`config.mk`:
```
export PLATFORM = sky130hd
export DESIGN_NAME = ebc_break_ctrl
export DESIGN_NICKNAME = d
export VERILOG_FILES = /design/src/logic/ebc_trig_edge.v /design/src/logic/ebc_break_ctrl.v
export VERILOG_INCLUDE_DIRS = /design/src /design/src/logic
export SDC_FILE = /design/constraint.sdc
export NUM_CORES = 1
export LEC_CHECK = 0
export BUFFER_PORTS_ARGS = -buffer_cell sky130_fd_sc_hd__buf_4
export CAP_MARGIN = 30
export CORE_ASPECT_RATIO = 0.9
export CORE_UTILIZATION = 31
export CTS_BUF_LIST = sky130_fd_sc_hd__clkbuf_16
export DETAILED_ROUTE_END_ITERATION = 12
export PLACE_DENSITY = 0.68
export SLEW_MARGIN = 0
export SYNTH_ARGS = -nofsm -noshare
export SYNTH_HDL_FRONTEND = slang
export SYNTH_SLANG_ARGS = --single-unit
```
`constraint.sdc`:
```
create_clock -name sys_clk -period 3.87 [get_ports sys_clk]
set_clock_uncertainty 0.2 [all_clocks]
set_input_delay 0.774 -clock sys_clk [delete_from_list [all_inputs] [get_ports sys_clk]]
set_output_delay 0.774 -clock sys_clk [all_outputs]
set_load 0.1 [all_outputs]
```
`src/logic/ebc_regs.vh`:
```
// break control constants: widths, reset values, event codes
// assumes inclusion by the break control design files, checker and bench
`ifndef EBC_REGS_VH
`define EBC_REGS_VH
`define EBC_ADDR_W 12
`define EBC_CNT_W 8
`define EBC_CNT_RST 8'h00
`define EBC_EDGE_RISE 1'b0
`define EBC_EDGE_FALL 1'b1
`define EBC_CAUSE_W 2
`define EBC_CAUSE_NONE 2'h0
`define EBC_CAUSE_HW 2'h1
`define EBC_CAUSE_FORCE 2'h2
`define EBC_CAUSE_TRIG 2'h3
`endif

```
`src/logic/ebc_trig_edge.v`:
```
// external trigger edge detector, shared by trace and break
// assumes trigger input already synchronous to sys_clk
`timescale 1ns/10ps
module ebc_trig_edge (
   input wire sys_clk,
   input wire rst,
   input wire trigIn,
   input wire edgeSel,
   output wire trigEvent
);
`include "ebc_regs.vh"
   reg trigPrev_q;
   always @(posedge sys_clk) begin
      if (rst) begin
         // follow the pin during reset so an idle-high input gives no false edge
         trigPrev_q <= trigIn;
      end else begin
         trigPrev_q <= trigIn;
      end
   end
   // leading or trailing edge by selection
   assign trigEvent = (edgeSel == `EBC_EDGE_RISE) ? (trigIn & ~trigPrev_q) : (~trigIn & trigPrev_q);
endmodule

```
`src/logic/ebc_break_ctrl.v`:
```
// break control for emulation run commands: hardware, pass-count, forced and trigger breaks
// assumes one fetch strobe per instruction from the emulator core, inputs synchronous to sys_clk
`timescale 1ns/10ps
`include "ebc_regs.vh"
// Operation
// - breakpoint inside a chained instruction run does not halt during the run
// - chained-run breakpoint halts after first address beyond run is fetched, before executing
// - forced or trigger break halts even inside a chained run
// - such a break stops at address directly after the current instruction
// - breakpoint on a skipped instruction never halts
// - pass count decrements and halts only when instruction really executes
// - trigger break fires on selected rising or falling edge
// - one trigger input serves both trace and break
// - serial emulation offers internal-clock synchronous mode only
module ebc_break_ctrl (
   input wire sys_clk,
   input wire rst,
   input wire runCmd,
   input wire run_with_breaks_command,
   input wire stopCmd,
   input wire fetchValid,
   input wire [`EBC_ADDR_W-1:0] fetchAddr,
   input wire fetchChained,
   input wire fetchSkipped,
   input wire [`EBC_ADDR_W-1:0] bpAddr,
   input wire bpEnable,
   input wire [`EBC_CNT_W-1:0] bpPassCount,
   input wire bpLoad,
   input wire forceBreak,
   input wire trigIn,
   input wire trigEdgeSel,
   input wire trigBreakEn,
   input wire serialExtClkReq,
   output reg running,
   output reg breakHalt,
   output reg [`EBC_ADDR_W-1:0] haltAddr,
   output reg [`EBC_ADDR_W-1:0] resumeHint,
   output reg [`EBC_CAUSE_W-1:0] breakCause,
   output wire traceTrig,
   output wire serialExtClkOk
);
   // ==========================================
   // state
   localparam ST_IDLE = 2'd0;
   localparam ST_RUN = 2'd1;
   localparam ST_HALT = 2'd2;
   reg [1:0] state_q;
   reg hwPending_q;
   reg asyncPending_q;
   reg [`EBC_CAUSE_W-1:0] asyncCause_q;
   reg chainPrev_q;
   reg [`EBC_CNT_W-1:0] passLeft_q;
   wire trigEvent;
   wire bpHit;
   wire passDone;
   wire hwFire;
   // ==========================================
   // shared trigger
   ebc_trig_edge trigEdge (
      .sys_clk(sys_clk),
      .rst(rst),
      .trigIn(trigIn),
      .edgeSel(trigEdgeSel),
      .trigEvent(trigEvent)
   );
   assign traceTrig = trigEvent;
   // external-clock serial mode is never granted
   assign serialExtClkOk = 1'b0;
   // ==========================================
   // hardware breakpoint match
   // skipped fetches never match or count
   assign bpHit = bpEnable & fetchValid & ~fetchSkipped & (fetchAddr == bpAddr);
   assign passDone = (passLeft_q <= 8'h01);
   assign hwFire = bpHit & passDone;
   always @(posedge sys_clk) begin
      if (rst) begin
         passLeft_q <= `EBC_CNT_RST;
      end else if (bpLoad) begin
         passLeft_q <= bpPassCount;
      end else if (state_q == ST_RUN && bpHit && !passDone) begin
         passLeft_q <= passLeft_q - 8'h01;
      end
   end
   // ==========================================
   // run and halt sequencing
   // hw break deferred while chain continues; acts on first fetch past it
   always @(posedge sys_clk) begin
      if (rst) begin
         state_q <= ST_IDLE;
         hwPending_q <= 1'b0;
         asyncPending_q <= 1'b0;
         asyncCause_q <= `EBC_CAUSE_NONE;
         chainPrev_q <= 1'b0;
         running <= 1'b0;
         breakHalt <= 1'b0;
         haltAddr <= {`EBC_ADDR_W{1'b0}};
         resumeHint <= {`EBC_ADDR_W{1'b0}};
         breakCause <= `EBC_CAUSE_NONE;
      end else begin
         breakHalt <= 1'b0;
         case (state_q)
            ST_IDLE, ST_HALT: begin
               if (runCmd || run_with_breaks_command) begin
                  state_q <= ST_RUN;
                  running <= 1'b1;
                  hwPending_q <= 1'b0;
                  asyncPending_q <= 1'b0;
                  chainPrev_q <= 1'b0;
                  breakCause <= `EBC_CAUSE_NONE;
               end
            end
            ST_RUN: begin
               // async requests latched, honoured at next fetch even mid-chain
               if (forceBreak) begin
                  asyncPending_q <= 1'b1;
                  asyncCause_q <= `EBC_CAUSE_FORCE;
               end else if (trigEvent && trigBreakEn && run_with_breaks_command) begin
                  asyncPending_q <= 1'b1;
                  asyncCause_q <= `EBC_CAUSE_TRIG;
               end
               if (stopCmd) begin
                  state_q <= ST_HALT;
                  running <= 1'b0;
               end else if (fetchValid) begin
                  chainPrev_q <= fetchChained;
                  if (asyncPending_q) begin
                     // stop at the address following the current instruction
                     state_q <= ST_HALT;
                     running <= 1'b0;
                     breakHalt <= 1'b1;
                     haltAddr <= fetchAddr;
                     breakCause <= asyncCause_q;
                     asyncPending_q <= 1'b0;
                     // restart point: caller must move past the run
                     resumeHint <= fetchAddr;
                  // last member of a run still belongs to it; wait for the fetch past it
                  end else if ((hwPending_q || hwFire) && !fetchChained && !chainPrev_q) begin
                     state_q <= ST_HALT;
                     running <= 1'b0;
                     breakHalt <= 1'b1;
                     haltAddr <= fetchAddr;
                     resumeHint <= fetchAddr;
                     breakCause <= `EBC_CAUSE_HW;
                     hwPending_q <= 1'b0;
                  end else if (hwFire) begin
                     hwPending_q <= 1'b1;
                  end
               end
            end
            default: begin
               state_q <= ST_IDLE;
               running <= 1'b0;
            end
         endcase
      end
   end
endmodule

```
Word-level counts from Yosys, hierarchy flattened
Cells that the tools add are included.
{"block": "classes", "addsub": 1, "n_lt_le_gt_ge": 1, "eq_ne": 11, "mux": 43, "n_bitwise": 12, "reduce_logical": 25}
{"cell": "12-bit two-way mux", "count": 2}
{"cell": "2-bit two-way mux", "count": 12}
{"cell": "1-bit two-way mux", "count": 21}
{"cell": "8-bit two-way mux", "count": 2}
{"cell": "12-bit == test", "count": 1}
{"cell": "8-bit by 1-bit less-or-equal comparator with 1-bit output, second input constant", "count": 1}
{"cell": "2-bit != test, second input constant", "count": 4}
{"cell": "1-bit case mux with 2 select lines", "count": 4}
{"cell": "2-bit case mux with 2 select lines", "count": 2}
{"cell": "4-bit AND reduction", "count": 2}
{"cell": "2-bit nonzero test", "count": 4}
{"cell": "8-bit by 1-bit subtractor with 8-bit output, second input constant", "count": 1}
{"cell": "1-bit bitwise AND", "count": 6}
{"cell": "1-bit logical AND", "count": 6}
{"cell": "3-bit by 2-bit != test with 1-bit output, second input constant", "count": 2}
{"cell": "1-bit NOT", "count": 6}
{"cell": "6-bit AND reduction", "count": 1}
{"cell": "5-bit AND reduction", "count": 1}
{"cell": "4-bit by 3-bit != test with 1-bit output, second input constant", "count": 1}
{"cell": "2-bit AND reduction", "count": 2}
{"cell": "4-bit OR reduction", "count": 1}
{"cell": "1-bit zero test", "count": 3}
{"cell": "3-bit != test, second input constant", "count": 1}
{"cell": "3-bit AND reduction", "count": 1}
{"cell": "5 further kinds", "count": 6}
{"block": "totals", "register_bits": 32, "input_bits": 47, "output_inout_bits": 30, "elab_cells": 104}

Longest topological paths before layout
{"block": "depth", "depth_word": 12, "ltp_mapped": 9, "depth_no_buf": 8}

Hierarchy
From an unflattened synthesis, not the netlist that was laid out.
{"block": "hier_totals", "cells_unflattened": 209, "hier_area_um2": 1800.5}
{"mod": "ebc_break_ctrl", "instances": 1, "cells_per_inst": 205, "area_each_um2": 1757.9}
{"mod": "ebc_trig_edge", "instances": 1, "cells_per_inst": 4, "area_each_um2": 42.5}

Worst setup path after synthesis
Ideal clock, no wire load.
{"block": "synth_timing", "path_type": "input to output", "startpoint": "input port trigEdgeSel", "endpoint": "output port traceTrig", "arrival_ns": 3.049, "required_ns": 2.896, "slack_ns": -0.153, "path_stages": 2, "cell_sequence": "nand2b_1 o21ai_0"}
{"block": "synth_between", "elab_chain_cells": 1}
{"item": "start, declared", "line": "ebc_break_ctrl.v:31", "text": "input wire trigEdgeSel,"}
{"item": "1-bit two-way mux", "line": "ebc_trig_edge.v:22", "text": "assign trigEvent = (edgeSel == `EBC_EDGE_RISE) ? (trigIn & ~trigPrev_q) : (~trigIn & trigPrev_q);"}
{"item": "end, declared", "line": "ebc_break_ctrl.v:39", "text": "output wire traceTrig,"}
Every way passes these cells.

Worst setup path after layout
{"block": "layout_timing", "startpoint": "register passLeft_q[2]", "endpoint": "register resumeHint[5]"}
{"block": "layout_between", "elab_chain_cells": 7}
{"item": "start, declared", "line": "ebc_break_ctrl.v:52", "text": "reg [`EBC_CNT_W-1:0] passLeft_q;"}
{"item": "start signal, assigned", "line": "ebc_break_ctrl.v:77", "text": "passLeft_q <= `EBC_CNT_RST;"}
{"item": "start signal, assigned", "line": "ebc_break_ctrl.v:79", "text": "passLeft_q <= bpPassCount;"}
{"item": "start signal, assigned", "line": "ebc_break_ctrl.v:81", "text": "passLeft_q <= passLeft_q - 8'h01;"}
{"item": "8-bit by 1-bit less-or-equal comparator with 1-bit output", "line": "ebc_break_ctrl.v:73", "text": "assign passDone = (passLeft_q <= 8'h01);"}
{"item": "1-bit bitwise AND", "line": "ebc_break_ctrl.v:74", "text": "assign hwFire = bpHit & passDone;"}
{"item": "1-bit logical OR", "line": "ebc_break_ctrl.v:137", "text": "end else if ((hwPending_q || hwFire) && !fetchChained && !chainPrev_q) begin"}
{"item": "1-bit logical AND (2 in series)", "line": "ebc_break_ctrl.v:137"}
{"item": "2-bit nonzero test (no line)"}
{"item": "4-bit AND reduction (no line)"}
{"item": "end signal, assigned", "line": "ebc_break_ctrl.v:97", "text": "resumeHint <= {`EBC_ADDR_W{1'b0}};"}
{"item": "end signal, assigned", "line": "ebc_break_ctrl.v:135", "text": "resumeHint <= fetchAddr;"}
{"item": "end signal, assigned", "line": "ebc_break_ctrl.v:142", "text": "resumeHint <= fetchAddr;"}
{"item": "end, declared", "line": "ebc_break_ctrl.v:37", "text": "output reg [`EBC_ADDR_W-1:0] resumeHint,"}
Every way passes these cells.
A chain may end at the register's enable or synchronous reset.

==> qor.yml <==
synthFlopType: "dfxtp_1"
dieWidth_um: 83.5
ys_seq_area_share_pct: 33.5
fin_crit_sh_pct: 64.9
hold_depth: 2
ys_warn_count: 0
layout.nets: 325
dp.cells: 339
fmax_mhz: 398
required_ns: 3.87
core_mm2: 0.00573
cts_setup_buffers: 0
rr_endpoint: "resumeHint[5]"
cts_made_buffers: 5
clk_pin_slew_ns: 0.05
postSynthRegisterBits: 31
grt_first_pass_wirelength_um: 7010
min_path_type: "flop to flop"
die-area_mm2: 0.00629
crit_type: "flop to flop"
reg2reg_depth: 6
postSynthCellCount: 216
vias_per_cell: 4.78
antenna_found_initial: 0
maxCapViolations: 0
slew_viol_final: 0
detail-route-antenna-nets: 0
wire_per_inst_um: 12.6
clk_latency_ns: 0.28
layout_setup_ws_ns: 1.36
dp_slack_ns: 1.07
synth-edff-count: 0
rows: 26
postCtsResizedCells: 0
async_flop_share_pct: 0
rsz0062_at_grt: "no"
r2r_setup_slack_ns: 1.36
syn_nets: 265
gp_congestion: 0.810
synth_area_leaders: "dfxtp_1 33%, nand2b_1 9.5%, mux2i_1 7.6%"
grt_max_degree: 45
final_area_mm2: 0.00253
cp-start-kind: "flop"
synth_cell_types: 37
arrival_ns: 2.52
cts_max_level: 2
grt-ovfl-total: 0
p_seq_share_pct: 36.3
synthesis.area_mm2: 0.00185
status: "finished, final reports clean"
endpoint_kind: "flop"
first_global_vias: 1540
p_leak_nw: 1.04
avgSynthCellArea_um2: 8.58
tightest_slew_ns: 0.499
slew_headroom_pct: 66.5
power.density_mw_per_mm2: 375
final_cells: 347
min_period_ns: 2.51
p_total_w: 0.000947
post-route-drc-count: 0
layout-drive-gt1-share_pct: 32.1
ioPinCount: 77
r2r-start: "passLeft_q[2]"
hold_start: "chainPrev_q"
hpwl_um: 3300
switching_share_pct: 25.7
clkPwrFrac_pct: 46.4
dieHeight_um: 75.3
cts_sinks: 31
netlist.area_leader.share_pct: 33.5
track_usage_pct: 14.2
ctsHoldBuffers: 0
whs_endpoint: "chainPrev_q"
port_buffers: 74
setup_viol: 0
dpl_cell_area_mm2: 0.00236
cts_tree: "done"
start_util_pct: 32.4
cts_root_buf: "clkbuf_16"
diodes: 0
yosysMostFrequentCell: "dfxtp_1"
drt-initial-drc-count: 73
synth_commonest_cells: "31 x dfxtp_1, 28 x nand2b_1, 19 x nor2_1"
clockBufferDepth: 2
vias: 1660
hold_viol_final: 0
irDropWorstVdd_uv: 201
synth_top_area_cell: "dfxtp_1"
p_comb_share_pct: 17.3
drt-total-wl_um: 4370
critPathMaxFanout: 13
tns_ns: 0
fillers: 577
p_int_w: 0.000704
p_sw_w: 0.000244
area_growth_pct: 36.5
drtPass1Iterations: 6
-- worst max-delay path: stages (launching register included) --
cell and delay (ns):
dfxtp_1 0.34, or4_4 0.57, nor4_4 0.45, inv_2 0.09, o21bai_2 0.22, o211a_4 0.35
mux2i_1 0.21
-- placed cells by master (no fill, tap or decap), drive strengths merged, types with 3 or more instances in the layout --
master	n
buf	75
dfxtp	31
nand2b	28
nor2	19
mux2i	14
xor2	12
nor3	11
a211oi	11
nor4	9
nand2	7
xnor2	7
a21oi	6
inv	6
clkbuf	5
nand4	3
o21a	3
nor2b	3
o21ai	3
-- stage by stage --
stage / utilization, % / hold slack [ns]
6_report: 44.2 / 0.275
5_1_grt: 44.2 / 0.309
3_5_place_dp: 41.3 / 0.272
3_3_place_gp: 41.3 / 0.260
2_1_floorplan: - / 0.251
4_1_cts: 44.2 / 0.280
-- flip-flops by register name, summed over array words and instances (netlist names) --
name                 flops
resumeHint              12
passLeft_q               8
asyncCause_q             2
breakCause               2
asyncPending_q           1
breakHalt                1
chainPrev_q              1
hwPending_q              1
running                  1
state_q                  1
trigEdge.trigPrev_q      1
-- layout make-up --
cell class,count,area (um2),share of cell area [%]
sequential,31,621,24.5
multi-input combinational,157,1070,42.4
clock buffer,5,125,4.95
tap,70,87.6,3.46
timing repair buffer,75,563,22.3
clock inverter,3,38.8,1.53
inverter,6,22.5,0.891
-- worst max-delay path by stage --
stage | from | to | slack [ns] | cells after the start
global placement | fetchAddr[10] | resumeHint[3] | 1.12 | 7
global route | fetchAddr[10] | resumeHint[7] | 1.13 | 7
CTS | passLeft_q[2] | resumeHint[5] | 1.34 | 6
floorplan | trigEdgeSel | traceTrig | 0.62 | 2
finish | passLeft_q[2] | resumeHint[5] | 1.36 | 6
detailed placement | fetchAddr[7] | resumeHint[4] | 1.07 | 7
-- logic make-up after synthesis --
| kind of cell | Yosys count | share of synthesized area (%) |
|---|---|---|
| AO/OA/AOI/OAI | 31 | 12.2 |
| XOR/XNOR | 19 | 8.98 |
| adder cells (fa/ha/maj) | 2 | 1.35 |
| buffers and inverters | 28 | 8.71 |
| flip-flops | 31 | 33.5 |
| multiplexers | 14 | 7.56 |
| other | 1 | 0.202 |
| AND/OR/NAND/NOR | 90 | 27.5 |
-- power groups by stage --
| stage | logic, W | clock network [W] | registers [W] |
|---|---|---|---|
| 6_report | 0.000164 | 0.000439 | 0.000344 |
| 5_1_grt | 0.000180 | 0.000462 | 0.000346 |
| 4_1_cts | 0.000165 | 0.000447 | 0.000344 |
| 3_5_place_dp | 0.000164 | 0 | 0.000351 |
| 3_3_place_gp | 0.000162 | 0 | 0.000350 |
| 2_1_floorplan | 0.0000952 | 0 | 0.000359 |
-- layer usage --
layer / share of wire [%] / track usage (%)
met3: 5.3 / 3.90
met5: 0 / 0
met1: 45 / 16.8
met4: 1.6 / 5.65
met2: 48 / 25.2
No activity file was read; power rests on OpenSTA's default activity.
